### src/core/rnp_pkg.sv
`default_nettype none
package rnp_pkg;

    // Reset input must stay low this long (ns) to be taken as a reset
    localparam int RESET_MIN_NS = 500;
    localparam int CLK_PERIOD_NS = 4;
    // Least time rounds up to whole cycles
    localparam int RESET_MIN_CYC =
        (RESET_MIN_NS + CLK_PERIOD_NS - 1) / CLK_PERIOD_NS;
    // Internal reset sequence length in cycles
    localparam int SEQ_LEN_CYC = 64;
    localparam int CNT_W = 8;
    localparam logic [CNT_W-1:0] CNT_ZERO = 8'h00;
    localparam logic [CNT_W-1:0] CNT_ONE = 8'h01;
    localparam logic [CNT_W-1:0] RESET_MIN_CNT = CNT_W'(RESET_MIN_CYC);
    localparam logic [CNT_W-1:0] SEQ_LEN_CNT = CNT_W'(SEQ_LEN_CYC);

    // Configuration bits of the system configuration register
    typedef struct packed {
        logic bidir_reset_enable;
        logic powerdown_config_bit;
    } rnp_cfg_s;

    // Reset and power-down requests coming from the CPU core
    typedef struct packed {
        logic sw_reset;
        logic wdt_reset;
        logic end_init_instruction;
        logic powerdown_instruction;
    } rnp_cpu_req_s;

    // Sequencer states
    typedef enum logic [1:0] {
        RNP_RUN,
        RNP_SEQ,
        RNP_INIT
    } rnp_state_e;

endpackage : rnp_pkg
`default_nettype wire

### src/core/rnp_sync.sv
`timescale 1ns/1ps
`default_nettype none
// Two-flop synchroniser for one pin level
module rnp_sync
(
    // Clock and reset
    input wire logic sys_clk_i,
    input wire logic arst_n_i,
    // Level
    input wire logic async_i,
    output logic sync_o
);
    // Only the second flop reads the first
    logic meta_reg;
    logic sync_reg;

    // Pins idle high, so reset to high
    always_ff @(posedge sys_clk_i or negedge arst_n_i)
    begin
        if (!arst_n_i)
        begin
            meta_reg <= 1'b1;
            sync_reg <= 1'b1;
        end
        else
        begin
            meta_reg <= async_i;
            sync_reg <= meta_reg;
        end
    end

    assign sync_o = sync_reg;
endmodule : rnp_sync
`default_nettype wire

### src/core/rnp_reset_nmi_ctrl.sv
`timescale 1ns/1ps
`default_nettype none
// Contract
// - Long enough low reset input enters reset
// - Bidir enable drives reset pin during a sequence started by a reset source, not the power-on one
// - Any hardware, software, watchdog reset lowers indication
// - Indication stays low until end-init executes
// - Falling NMI edge vectors CPU to trap, except during the reset sequence
// - Power-down only with NMI low, config zero
module rnp_reset_nmi_ctrl
    import rnp_pkg::*;
(
    // Clock and reset
    input wire logic sys_clk_i,
    input wire logic arst_n_i,
    // Reset pin, split into in, out and enable
    input wire logic reset_input_i,
    output logic reset_input_o,
    output logic reset_input_oe_n_o,
    // Reset indication pin, active low
    output logic reset_indication_output_n_o,
    // Non-maskable interrupt pin
    input wire logic nmi_n_i,
    // Configuration and CPU requests
    input wire rnp_cfg_s cfg_i,
    input wire rnp_cpu_req_s cpu_req_i,
    // Towards the CPU core
    output logic core_reset_o,
    output logic nmi_trap_o,
    output logic powerdown_o
);
    // Synchronised pin levels
    logic rst_pin_sync;
    logic nmi_sync;

    // Sequencer state
    rnp_state_e state_reg, state_next;
    logic [CNT_W-1:0] low_cnt_reg, low_cnt_next;
    logic [CNT_W-1:0] seq_cnt_reg, seq_cnt_next;
    logic nmi_prev_reg, nmi_prev_next;
    // Output flops
    logic drive_reg, drive_next;
    // Pin enable kept in its own flop so the output needs no gate
    logic oe_n_reg, oe_n_next;
    logic ind_n_reg, ind_n_next;
    logic core_rst_reg, core_rst_next;
    logic trap_reg, trap_next;
    logic pd_reg, pd_next;
    // Flags derived from the pin filter
    logic pin_reset;

    // Reset pin synchroniser
    rnp_sync u_rst_sync
    (
        .sys_clk_i(sys_clk_i),
        .arst_n_i(arst_n_i),
        .async_i(reset_input_i),
        .sync_o(rst_pin_sync)
    );

    // NMI pin synchroniser
    rnp_sync u_nmi_sync
    (
        .sys_clk_i(sys_clk_i),
        .arst_n_i(arst_n_i),
        .async_i(nmi_n_i),
        .sync_o(nmi_sync)
    );

    // Pin counts as reset once the low run reaches the minimum
    assign pin_reset = (low_cnt_reg == RESET_MIN_CNT);

    // Next-state logic for the whole controller
    always_comb
    begin
        state_next = state_reg;
        seq_cnt_next = seq_cnt_reg;
        drive_next = drive_reg;
        ind_n_next = ind_n_reg;
        core_rst_next = core_rst_reg;
        pd_next = pd_reg;
        nmi_prev_next = nmi_sync;
        // Low-time counter saturates; our own drive is ignored so
        // the bidir mode cannot hold itself in reset forever
        if (rst_pin_sync || drive_reg)
        begin
            low_cnt_next = CNT_ZERO;
        end
        else if (low_cnt_reg != RESET_MIN_CNT)
        begin
            low_cnt_next = low_cnt_reg + CNT_ONE;
        end
        else
        begin
            low_cnt_next = low_cnt_reg;
        end
        // Falling edge from two synchronised samples, one-cycle pulse
        trap_next = nmi_prev_reg && !nmi_sync
            && (state_reg == RNP_RUN || state_reg == RNP_INIT);
        // Any reset source restarts the sequence; it wins over all
        if (pin_reset || cpu_req_i.sw_reset || cpu_req_i.wdt_reset)
        begin
            state_next = RNP_SEQ;
            seq_cnt_next = CNT_ZERO;
            core_rst_next = 1'b1;
            ind_n_next = 1'b0;
            drive_next = cfg_i.bidir_reset_enable;
            pd_next = 1'b0;
            trap_next = 1'b0;
        end
        else
        begin
            case (state_reg)
                RNP_SEQ:
                begin
                    // Internal reset sequence runs a fixed length
                    if (seq_cnt_reg == SEQ_LEN_CNT - CNT_ONE)
                    begin
                        state_next = RNP_INIT;
                        core_rst_next = 1'b0;
                        drive_next = 1'b0;
                    end
                    else
                    begin
                        seq_cnt_next = seq_cnt_reg + CNT_ONE;
                    end
                end
                RNP_INIT:
                begin
                    // Indication held low until end of init
                    if (cpu_req_i.end_init_instruction)
                    begin
                        state_next = RNP_RUN;
                        ind_n_next = 1'b1;
                    end
                end
                RNP_RUN:
                begin
                    // Power-down gated by the NMI level when config zero
                    if (cpu_req_i.powerdown_instruction
                        && !cfg_i.powerdown_config_bit && !nmi_sync)
                    begin
                        pd_next = 1'b1;
                    end
                    else if (nmi_prev_reg && !nmi_sync)
                    begin
                        // A falling NMI edge wakes the part out of power-down
                        pd_next = 1'b0;
                    end
                end
                default:
                begin
                    state_next = RNP_SEQ;
                    seq_cnt_next = CNT_ZERO;
                end
            endcase
        end
        // Enable is the inverse of the final drive decision
        oe_n_next = !drive_next;
    end

    // Registers only; power-on comes up inside the reset sequence
    always_ff @(posedge sys_clk_i or negedge arst_n_i)
    begin
        if (!arst_n_i)
        begin
            state_reg <= RNP_SEQ;
            low_cnt_reg <= CNT_ZERO;
            seq_cnt_reg <= CNT_ZERO;
            nmi_prev_reg <= 1'b1;
            drive_reg <= 1'b0;
            oe_n_reg <= 1'b1;
            ind_n_reg <= 1'b0;
            core_rst_reg <= 1'b1;
            trap_reg <= 1'b0;
            pd_reg <= 1'b0;
        end
        else
        begin
            state_reg <= state_next;
            low_cnt_reg <= low_cnt_next;
            seq_cnt_reg <= seq_cnt_next;
            nmi_prev_reg <= nmi_prev_next;
            drive_reg <= drive_next;
            oe_n_reg <= oe_n_next;
            ind_n_reg <= ind_n_next;
            core_rst_reg <= core_rst_next;
            trap_reg <= trap_next;
            pd_reg <= pd_next;
        end
    end

    // Open-drain style: drive low, enable active low
    assign reset_input_o = 1'b0;
    assign reset_input_oe_n_o = oe_n_reg;
    assign reset_indication_output_n_o = ind_n_reg;
    assign core_reset_o = core_rst_reg;
    assign nmi_trap_o = trap_reg;
    assign powerdown_o = pd_reg;
endmodule : rnp_reset_nmi_ctrl
`default_nettype wire

### config.mk
export PLATFORM = sky130hd
export DESIGN_NAME = rnp_reset_nmi_ctrl
export DESIGN_NICKNAME = d
export VERILOG_FILES = /design/src/core/rnp_pkg.sv /design/src/core/rnp_sync.sv /design/src/core/rnp_reset_nmi_ctrl.sv
export SDC_FILE = /design/constraint.sdc
export NUM_CORES = 1
export LEC_CHECK = 0
export BUFFER_PORTS_ARGS = -buffer_cell sky130_fd_sc_hd__buf_2
export CAP_MARGIN = 20
export CORE_ASPECT_RATIO = 0.75
export CORE_UTILIZATION = 51
export DETAILED_ROUTE_END_ITERATION = 7
export PLACE_DENSITY = 0.73
export SLEW_MARGIN = 25
export SYNTH_ARGS = -nofsm -noshare
export SYNTH_HDL_FRONTEND = slang
export SYNTH_HIERARCHICAL = 1
export SYNTH_SLANG_ARGS = --single-unit
### constraint.sdc
create_clock -name sys_clk_i -period 1.8 [get_ports sys_clk_i]
set_input_delay 0 -clock sys_clk_i [delete_from_list [all_inputs] [get_ports sys_clk_i]]
set_output_delay 0 -clock sys_clk_i [all_outputs]
set_load 0.05 [all_outputs]
==> impl_metrics.py, run 1 <==
metrics = {
    "die": {
        "core-area_mm2": 0.00268,
        "num_io_pins": 16,
        "rows": 16,
        "die_area_mm2": 0.00311,
        "dieWidth_um": 64.1,
        "die_y_um": 48.5,
        "start_util": 0.549,
    },
    "global_routing": {
        "antenna_found_initial": 0,
        "grt_first_pass_wirelength_um": 5490,
        "grt_pass1_vias": 1193,
        "grt_max_degree": 30,
        "grt_use_total": 0.238,
        "overflow": 0,
    },
    "status": {
        "status": "finished, violations left",
        "failed_checks": "negative setup slack",
    },
    "run": {
        "maxCapViolations": 0,
    },
    "final_layout": {
        "nets": 190,
        "nFillCells": 202,
        "final_cells": 211,
        "syn_to_final_growth_pct": 25.3,
        "antenna_cells": 0,
        "drive_above_1_share": 0.320,
    },
    "clock_network": {
        "cts_tree": "built",
        "clock_sinks": 29,
        "clk_pin_slew_ns": 0.06,
        "cts_inserted_buffers": 5,
        "cts_root_buf": "clkbuf_8",
        "htree_levels": 2,
        "insertion_delay_ns": 0.28,
        "cts.path.max_buffers": 2,
    },
    "worst_hold_path": {
        "hold_class": "in -> reg",
        "min_from": "cfg_i[0]",
    },
    "routing": {
        "drt_iter0_drc": 26,
        "vias": 1222,
        "finalWirelength_um": 3230,
        "drc": 0,
        "wire_per_inst_um": 15.3,
        "ant_nets": 0,
        "dr.pass1.iters": 4,
        "vias_per_cell": 5.79,
    },
    "logic_synthesis": {
        "syn-mean-instance-area_um2": 10.3,
        "synth_top_flop_cell": "dfrtp_1",
        "yosys.cell_types.count": 44,
        "synth.net_count": 159,
        "synthArstFlopShare": 1.00,
        "netlist_area_mm2": 0.00147,
        "synth-seq-cells": 29,
        "ys_seq_area_frac": 0.500,
        "ys_warn_count": 6,
        "synth_edf_count": 0,
        "syn_inst": 143,
    },
    "power": {
        "p_per_area_mw_per_mm2": 735,
        "pwr-share-comb": 0.066,
        "peakVddDrop_v": 0.000647,
        "internal_power_w": 0.00105,
        "p_sw_w": 0.000304,
        "swShare": 0.224,
        "p_leak_nw": 0.793,
        "power_frac_seq": 0.502,
        "clkPwrFrac": 0.432,
    },
    "sta": {
        "min_period_over_period": 1.05,
        "fin_crit_ns": 1.88,
        "slew-limit-headroom": 0.592,
        "setup_slack_ns": -0.0820,
        "finalMaxSlewViolations": 0,
        "max_freq_mhz": 531,
        "finalHoldViolCount": 0,
        "setup_viol": 4,
        "rsz0062_at_grt": "yes",
        "skew_ns": 0.00564,
        "tightest_slew_ns": 0.611,
    },
    "worst_setup_path": {
        "cp.required_ns": 2.01,
        "path_cells": "inv_2 -> ha_4 -> or3b_4 -> or4_1 -> a21oi_1",
        "cp-start-kind": "register",
        "crit_fanout": 3,
        "crit_slowest_cell": "dfstp_2",
        "crit_start": "state_reg[0]",
        "cp.arrival_ns": 2.09,
        "path_class": "reg -> reg",
        "reg2reg_from": "state_reg[0]",
        "r2r_slack_ns": -0.08,
        "endpoint_kind": "register",
        "critPathMaxStageDelay_ns": 0.58,
    },
    "place": {
        "gp_congestion": 0.873,
        "place_hpwl_um": 2290,
        "place_ws_ns": -0.102,
        "dpl.cell_count": 198,
        "port_buffers": 14,
    },
}
==> logic make-up after synthesis <==
logic type | count (synthesis) | share of synthesized area
buffers and inverters | 10 | 0.0382
AO/OA/AOI/OAI | 40 | 0.184
XOR/XNOR | 3 | 0.0178
adder cells (fa/ha/maj) | 6 | 0.0510
AND/OR/NAND/NOR | 54 | 0.207
other | 1 | 0.00255
flip-flops | 29 | 0.500
==> layout by cell type, fill, tap and decap left out, drive strengths merged, types with 3 or more instances in the layout <==
cell | Yosys | routed
nor3 | 3 | 3
ha | 6 | 6
dfrtp | 21 | 21
buf | 3 | 23
inv | 6 | 6
dfstp | 8 | 8
o21ai | 6 | 6
a211oi | 4 | 4
a21oi | 12 | 12
dlygate4sd3 | 0 | 5
or2 | 3 | 3
nor2 | 12 | 12
nand2 | 8 | 8
a31oi | 4 | 4
clkbuf | 1 | 7
nand3 | 7 | 7
and2 | 3 | 3
==> critical path: cells and delay by family, from the launching register on <==
kind | cells | cell delay [ns]
flip-flops | 1 | 0.58
adder cells (fa/ha/maj) | 1 | 0.16
AND/OR/NAND/NOR | 2 | 0.87
buffers and inverters | 1 | 0.07
AO/OA/AOI/OAI | 1 | 0.13
==> cells in the mapped netlist, types with 2 or more instances <==
library cell	n	area share
or2_2	3	0.013
o221ai_1	2	0.012
xor2_1	2	0.012
and3_1	2	0.0085
dfrtp_1	21	0.36
inv_1	6	0.015
a31oi_1	4	0.017
nand3_1	7	0.024
buf_6	2	0.015
and4_1	2	0.012
and2_1	3	0.013
a21oi_1	12	0.041
a211oi_1	4	0.020
nor2_1	12	0.031
ha_1	6	0.051
o21ai_0	6	0.020
dfstp_2	8	0.14
nor3b_1	2	0.010
nand3b_1	2	0.010
o311ai_0	2	0.012
nor3_1	3	0.010
nand2b_1	2	0.0085
nand2_1	8	0.020
a311oi_1	2	0.012
==> layer usage <==
metal	global-route usage	up-vias	wire, µm
li1	-	587	-
met1	0.293	594	1480
met2	0.387	32	1540
met3	0.0590	9	137
met4	0.125	0	78
met5	0	-	0
==> worst paths after layout <==
| path | to | depth (start not counted) |
|---|---|---|
| max | seq_cnt_reg[3] | 5 |
| min | powerdown_o | 4 |
| max reg2reg | seq_cnt_reg[3] | 5 |
| min reg2reg | u_nmi_sync/sync_o | 0 |
| max in group asynchronous | seq_cnt_reg[7] | 2 |
| min in group asynchronous | state_reg[1] | 2 |
==> per-stage QoR <==
stage / hold WS [ns] / total power (W) / instance area, µm² / setup TNS, ns / util
2_1_floorplan: -0.296 / 0.000736 / 1510 / -0.0345 / -
6_report: 0.0450 / 0.00136 / 1850 / -0.113 / 0.688
5_1_grt: 0.112 / 0.00141 / 1850 / -0.384 / 0.688
3_5_place_dp: 0.0620 / 0.000774 / 1660 / -0.220 / 0.618
4_1_cts: 0.0474 / 0.00137 / 1820 / -0.107 / 0.678
3_3_place_gp: 0.0559 / 0.000771 / 1660 / -0.0726 / 0.618
==> power by group through the flow <==
stage                     sequential (W)  clock (W)  combinational, W
after CTS                       0.000682   0.000598         0.0000897
after global routing            0.000684   0.000625         0.0000986
after detailed placement        0.000693          0         0.0000812
after global placement          0.000692          0         0.0000790
final                           0.000682   0.000586         0.0000889
after floorplan                 0.000700          0         0.0000364
==> layout make-up <==
class	instances	area [µm²]	area share
Clock inverter	1	5.00	0.00271
Timing Repair Buffer	28	188	0.102
Clock buffer	7	96.3	0.0522
Multi-Input combinational cell	104	753	0.408
Sequential cell	29	736	0.399
Inverter	6	22.5	0.0122
Tap cell	36	45.0	0.0244
==> timing repair <==
action,CTS,global route
setup endpoints to repair,5,9
resized for setup,2,6
hold endpoints to repair,25,0
hold buffers,5,0
pin swaps,4,4
buffers inserted,0,0
gates cloned,0,0
No activity file was read; power rests on OpenSTA's default activity.
==> inputs of run 2 (changes only) <==
==> constraint.sdc (replaced) <==
create_clock -name sys_clk_i -period 1.8 [get_ports sys_clk_i]
set_input_delay 0.09 -clock sys_clk_i [delete_from_list [all_inputs] [get_ports sys_clk_i]]
set_output_delay 0.09 -clock sys_clk_i [all_outputs]
set_load 0.05 [all_outputs]
==> impl_metrics.py, run 2 (same netlist as run 1, synthesis figures left out) <==
metrics = {
    "sta": {
        "max_freq_mhz": 532,
        "min_period_over_period": 1.04,
        "skew_ns": 0.00620,
        "fin_crit_ns": 1.88,
        "tightest_slew_ns": 0.608,
        "setup_viol": 3,
        "hold_slack_ns": 0.0584,
        "finalMaxSlewViolations": 0,
        "setup_slack_ns": -0.0800,
        "slew-limit-headroom": 0.595,
        "rsz0062_at_grt": "yes",
        "finalHoldViolCount": 0,
    },
    "clock_network": {
        "insertion_delay_ns": 0.28,
        "cts.path.max_buffers": 2,
        "htree_levels": 2,
        "clock_sinks": 29,
        "cts_inserted_buffers": 5,
        "cts_root_buf": "clkbuf_8",
        "postCtsSetupRepairBufs": 0,
        "clk_pin_slew_ns": 0.06,
        "cts_tree": "built",
    },
    "die": {
        "die_area_mm2": 0.00311,
        "dieWidth_um": 64.1,
        "rows": 16,
        "die_y_um": 48.5,
        "core-area_mm2": 0.00268,
        "num_io_pins": 16,
        "start_util": 0.549,
    },
    "worst_setup_path": {
        "r2r_slack_ns": -0.08,
        "cp.arrival_ns": 2.09,
        "crit_start": "state_reg[0]",
        "endpoint_kind": "register",
        "rr_endpoint": "seq_cnt_reg[3]",
        "crit_end": "seq_cnt_reg[3]",
        "reg2reg_depth": 5,
        "path_class": "reg -> reg",
        "reg2reg_from": "state_reg[0]",
        "cp-start-kind": "register",
        "crit_fanout": 3,
        "cp.required_ns": 2.01,
    },
    "place": {
        "port_buffers": 14,
        "place_hpwl_um": 2290,
        "gp_congestion": 0.873,
    },
    "final_layout": {
        "final_common_cell": "dfrtp_1",
        "syn_to_final_growth_pct": 23.6,
        "nets": 188,
        "antenna_cells": 0,
        "mostFrequentLayoutCells": "dfrtp_1, buf_2, nor2_1, a21oi_1, buf_4",
        "drive_above_1_share": 0.318,
    },
    "routing": {
        "drc": 0,
        "finalWirelength_um": 3170,
        "dr.pass1.iters": 4,
        "drt_iter0_drc": 23,
        "wire_per_inst_um": 15.1,
        "ant_nets": 0,
        "vias": 1208,
        "vias_per_cell": 5.78,
    },
    "global_routing": {
        "grt_util_met3": 0.0590,
        "grt_first_pass_wirelength_um": 5410,
        "grt_use_total": 0.235,
        "grt_max_degree": 30,
        "met1_usage": 0.293,
        "antenna_found_initial": 0,
        "top_usage_layer": "met2",
        "met2_usage": 0.376,
        "overflow": 0,
        "grt_pass1_vias": 1177,
    },
    "power": {
        "clkPwrFrac": 0.433,
        "swShare": 0.223,
        "p_sw_w": 0.000302,
        "power_frac_seq": 0.504,
        "p_per_area_mw_per_mm2": 743,
        "p_total_w": 0.00135,
        "pwr-share-comb": 0.063,
        "internal_power_w": 0.00105,
        "peakVddDrop_v": 0.000644,
        "p_leak_nw": 0.780,
    },
    "status": {
        "status": "finished, violations left",
        "failed_checks": "negative setup slack",
    },
    "run": {
        "maxCapViolations": 0,
    },
    "worst_hold_path": {
        "hold_class": "in -> reg",
    },
}
-- run 2: changes by cell type in the layout (fill, tap and decap cells not counted), sizes merged --
cell	before	now
dlygate4sd3	5	3
-- run 2: worst max-delay path, stage by stage, from the launching register on --
cell and delay (ns):
dfstp_2 0.58, inv_2 0.07, ha_4 0.16, or3b_4 0.40, or4_1 0.47, a21oi_1 0.13
-- run 2: stage by stage --
| step | setup TNS [ns] | utilization | instances | cell area [µm²] | worst slack [ns] |
|---|---|---|---|---|---|
| after floorplan | -0.0345 | - | 143 | 1510 | -0.0345 |
| after global placement | -0.0726 | 0.618 | 198 | 1660 | -0.0438 |
| after detailed placement | -0.220 | 0.618 | 198 | 1660 | -0.102 |
| after CTS | -0.107 | 0.671 | 209 | 1800 | -0.0822 |
| after global routing | -0.383 | 0.679 | 209 | 1820 | -0.123 |
| final | -0.101 | 0.679 | 209 | 1820 | -0.0800 |
-- run 2: layout make-up --
type                    count  area (µm²)
clock buffers               7        96.3
clock inverters             1        5.00
fillers                   208         862
inverters                   6        22.5
multi-input cells         104         748
flip-flops and latches     29         736
well taps                  36        45.0
repair buffers             26         168
-- run 2: power groups by stage --
stage                     Sequential [W]  Combinational, W  Clock [W]
after global routing            0.000683         0.0000947   0.000625
final                           0.000682         0.0000853   0.000586
after global placement          0.000692         0.0000790          0
after floorplan                 0.000700         0.0000364          0
after CTS                       0.000682         0.0000864   0.000598
after detailed placement        0.000693         0.0000812          0
-- run 2: timing repair --
item | in CTS | in global routing
setup endpoints to repair | 5 | 9
hold buffers | 3 | 0
resized for setup | 2 | 5
hold endpoints to repair | 23 | 0
pin swaps | 4 | 4
-- run 2: worst min path at each step --
stage            startpoint                          end  cells past startpoint
6_report       cpu_req_i[1]  reset_indication_output_n_o                      3
5_1_grt            cfg_i[1]           reset_input_oe_n_o                      3
4_1_cts        cpu_req_i[1]  reset_indication_output_n_o                      3
3_5_place_dp       arst_n_i                 state_reg[1]                      1
3_3_place_gp       arst_n_i  reset_indication_output_n_o                      1
2_1_floorplan      arst_n_i                    drive_reg                      0
-- run 2: per-layer routing --
metal / wire length (µm) / up-vias
met5: 0 / -
met2: 1500 / 22
met4: 78 / 0
li1: - / 585
met3: 113 / 9
met1: 1470 / 592
==> inputs of run 3 (changes only) <==
--- a/config.mk
+++ b/config.mk
@@ -5,12 +5,12 @@
 export SDC_FILE = /design/constraint.sdc
 export NUM_CORES = 1
 export LEC_CHECK = 0
-export BUFFER_PORTS_ARGS = -buffer_cell sky130_fd_sc_hd__buf_2
+export BUFFER_PORTS_ARGS = -buffer_cell sky130_fd_sc_hd__clkbuf_2
 export CAP_MARGIN = 20
 export CORE_ASPECT_RATIO = 0.75
 export CORE_UTILIZATION = 51
 export DETAILED_ROUTE_END_ITERATION = 7
-export PLACE_DENSITY = 0.73
+export PLACE_DENSITY = 0.74
 export SLEW_MARGIN = 25
 export SYNTH_ARGS = -nofsm -noshare
 export SYNTH_HDL_FRONTEND = slang
==> impl_metrics.py, run 3 (same netlist as run 1, synthesis figures left out) <==
metrics = {
    "status": {
        "status": "finished, violations left",
        "failed_checks": "negative setup slack",
    },
    "global_routing": {
        "grt_pass1_vias": 1163,
        "antenna_found_initial": 0,
        "overflow": 0,
        "grt_use_total": 0.231,
        "grt_max_degree": 30,
        "grt_first_pass_wirelength_um": 5280,
    },
    "routing": {
        "vias_per_cell": 5.87,
        "ant_nets": 0,
        "drc": 0,
        "wire_per_inst_um": 14.9,
        "finalWirelength_um": 3120,
        "vias": 1227,
        "drt_iter0_drc": 93,
        "dr.pass1.iters": 4,
    },
    "place": {
        "place_ws_ns": -0.0789,
        "port_buffers": 14,
        "place_hpwl_um": 2190,
        "gp_congestion": 0.872,
    },
    "power": {
        "p_leak_nw": 0.785,
        "peakVddDrop_v": 0.000568,
        "p_sw_w": 0.000303,
        "pwr-share-comb": 0.068,
        "swShare": 0.237,
        "clkPwrFrac": 0.398,
        "internal_power_w": 0.000973,
        "p_per_area_mw_per_mm2": 694,
        "power_frac_seq": 0.534,
    },
    "worst_setup_path": {
        "endpoint_kind": "register",
        "cp.required_ns": 2.00,
        "r2r_slack_ns": -0.09,
        "rr_endpoint": "seq_cnt_reg[3]",
        "cp-start-kind": "register",
        "reg2reg_depth": 5,
        "cp.arrival_ns": 2.09,
        "path_class": "reg -> reg",
        "reg2reg_from": "state_reg[0]",
        "crit_fanout": 3,
    },
    "final_layout": {
        "multi_input_area_um2": 781,
        "nets": 188,
        "final_util": 0.685,
        "drive_above_1_share": 0.347,
        "syn_to_final_growth_pct": 24.8,
        "final_common_cell": "dfrtp_1",
        "regArea_um2": 736,
        "antenna_cells": 0,
        "mostFrequentLayoutCells": "dfrtp_1, clkbuf_2, nor2_1",
        "nFillCells": 201,
    },
    "sta": {
        "setup_viol": 3,
        "finalMaxSlewViolations": 0,
        "slew-limit-headroom": 0.534,
        "rsz0062_at_grt": "yes",
        "fin_crit_ns": 1.89,
        "skew_ns": 0.00697,
        "tightest_slew_ns": 0.699,
        "setup_slack_ns": -0.0929,
        "max_freq_mhz": 528,
        "min_period_over_period": 1.05,
        "hold_slack_ns": 0.0672,
        "finalHoldViolCount": 0,
    },
    "run": {
        "maxCapViolations": 0,
    },
    "die": {
        "rows": 16,
        "num_io_pins": 16,
        "start_util": 0.549,
        "die_y_um": 48.5,
        "die_area_mm2": 0.00311,
        "core-area_mm2": 0.00268,
        "dieWidth_um": 64.1,
    },
    "worst_hold_path": {
        "hold_path_end": "reset_input_oe_n_o",
        "min_from": "cfg_i[1]",
        "hold_class": "in -> reg",
        "min_path_cells": 3,
    },
    "clock_network": {
        "clk_pin_slew_ns": 0.06,
        "cts_tree": "built",
        "clock_sinks": 29,
        "cts_root_buf": "clkbuf_8",
        "postCtsSetupRepairBufs": 0,
        "htree_levels": 2,
        "cts_inserted_buffers": 5,
        "insertion_delay_ns": 0.28,
        "cts.path.max_buffers": 2,
    },
}
run 3: changes by cell type in the layout (fill, tap and decap cells not counted), sizes merged:
cell	previous run	this run
clkbuf	7	20
clkinv	1	2
buf	23	9
run 3: per-layer routing:
| layer | wire (µm) | vias up | track usage | part of all wire |
|---|---|---|---|---|
| li1 | - | 586 | - | - |
| met1 | 1430 | 594 | 0.314 | 0.46 |
| met2 | 1420 | 40 | 0.317 | 0.45 |
| met3 | 197 | 7 | 0.0778 | 0.063 |
| met4 | 72 | 0 | 0.136 | 0.023 |
| met5 | 0 | - | 0 | 0 |
run 3: worst max-delay path, cell delays in order (launching register included):
cell and delay, ns:
dfstp_2 0.58, inv_2 0.07, ha_4 0.15, or3b_4 0.41, or4_1 0.47, a21oi_1 0.14
run 3: repair_timing:
item | CTS | global route
resized for setup | 4 | 11
setup endpoints to repair | 7 | 10
pin swaps | 6 | 5
endpoints found under the hold margin | 23 | 0
hold buffers | 3 | 0
run 3: worst max-delay path by stage:
stage	from	end	slack [ns]	depth (start not counted)
floorplan	state_reg[0]	seq_cnt_reg[3]	-0.03	5
global placement	state_reg[0]	seq_cnt_reg[3]	-0.05	5
detailed placement	state_reg[0]	seq_cnt_reg[3]	-0.08	5
CTS	state_reg[0]	seq_cnt_reg[3]	-0.08	5
global route	state_reg[0]	seq_cnt_reg[3]	-0.12	5
finish	state_reg[0]	seq_cnt_reg[3]	-0.09	5
run 3: final cells by class:
type                       count  share of cell area
multi-input combinational    104               0.425
sequential                    29               0.400
timing repair buffer          26              0.0933
clock buffer                   6              0.0395
tap                           36              0.0245
inverter                       6              0.0123
clock inverter                 2             0.00545
run 3: metrics by stage:
stage                     area [µm²]  TNS, ns  power, W  std cells
final                           1840   -0.166   0.00128        209
after global routing            1840   -0.385   0.00133        209
after CTS                       1780   -0.121   0.00129        209
after detailed placement        1660   -0.237  0.000774        198
after global placement          1660  -0.0835  0.000771        198
after floorplan                 1510  -0.0345  0.000736        143
run 3: power groups by stage:
| stage | Clock [W] | Combinational, W | Sequential [W] |
|---|---|---|---|
| floorplan | 0 | 0.0000364 | 0.000700 |
| global placement | 0 | 0.0000795 | 0.000692 |
| detailed placement | 0 | 0.0000805 | 0.000693 |
| CTS | 0.000518 | 0.0000863 | 0.000682 |
| global route | 0.000550 | 0.0000969 | 0.000683 |
| finish | 0.000508 | 0.0000869 | 0.000682 |
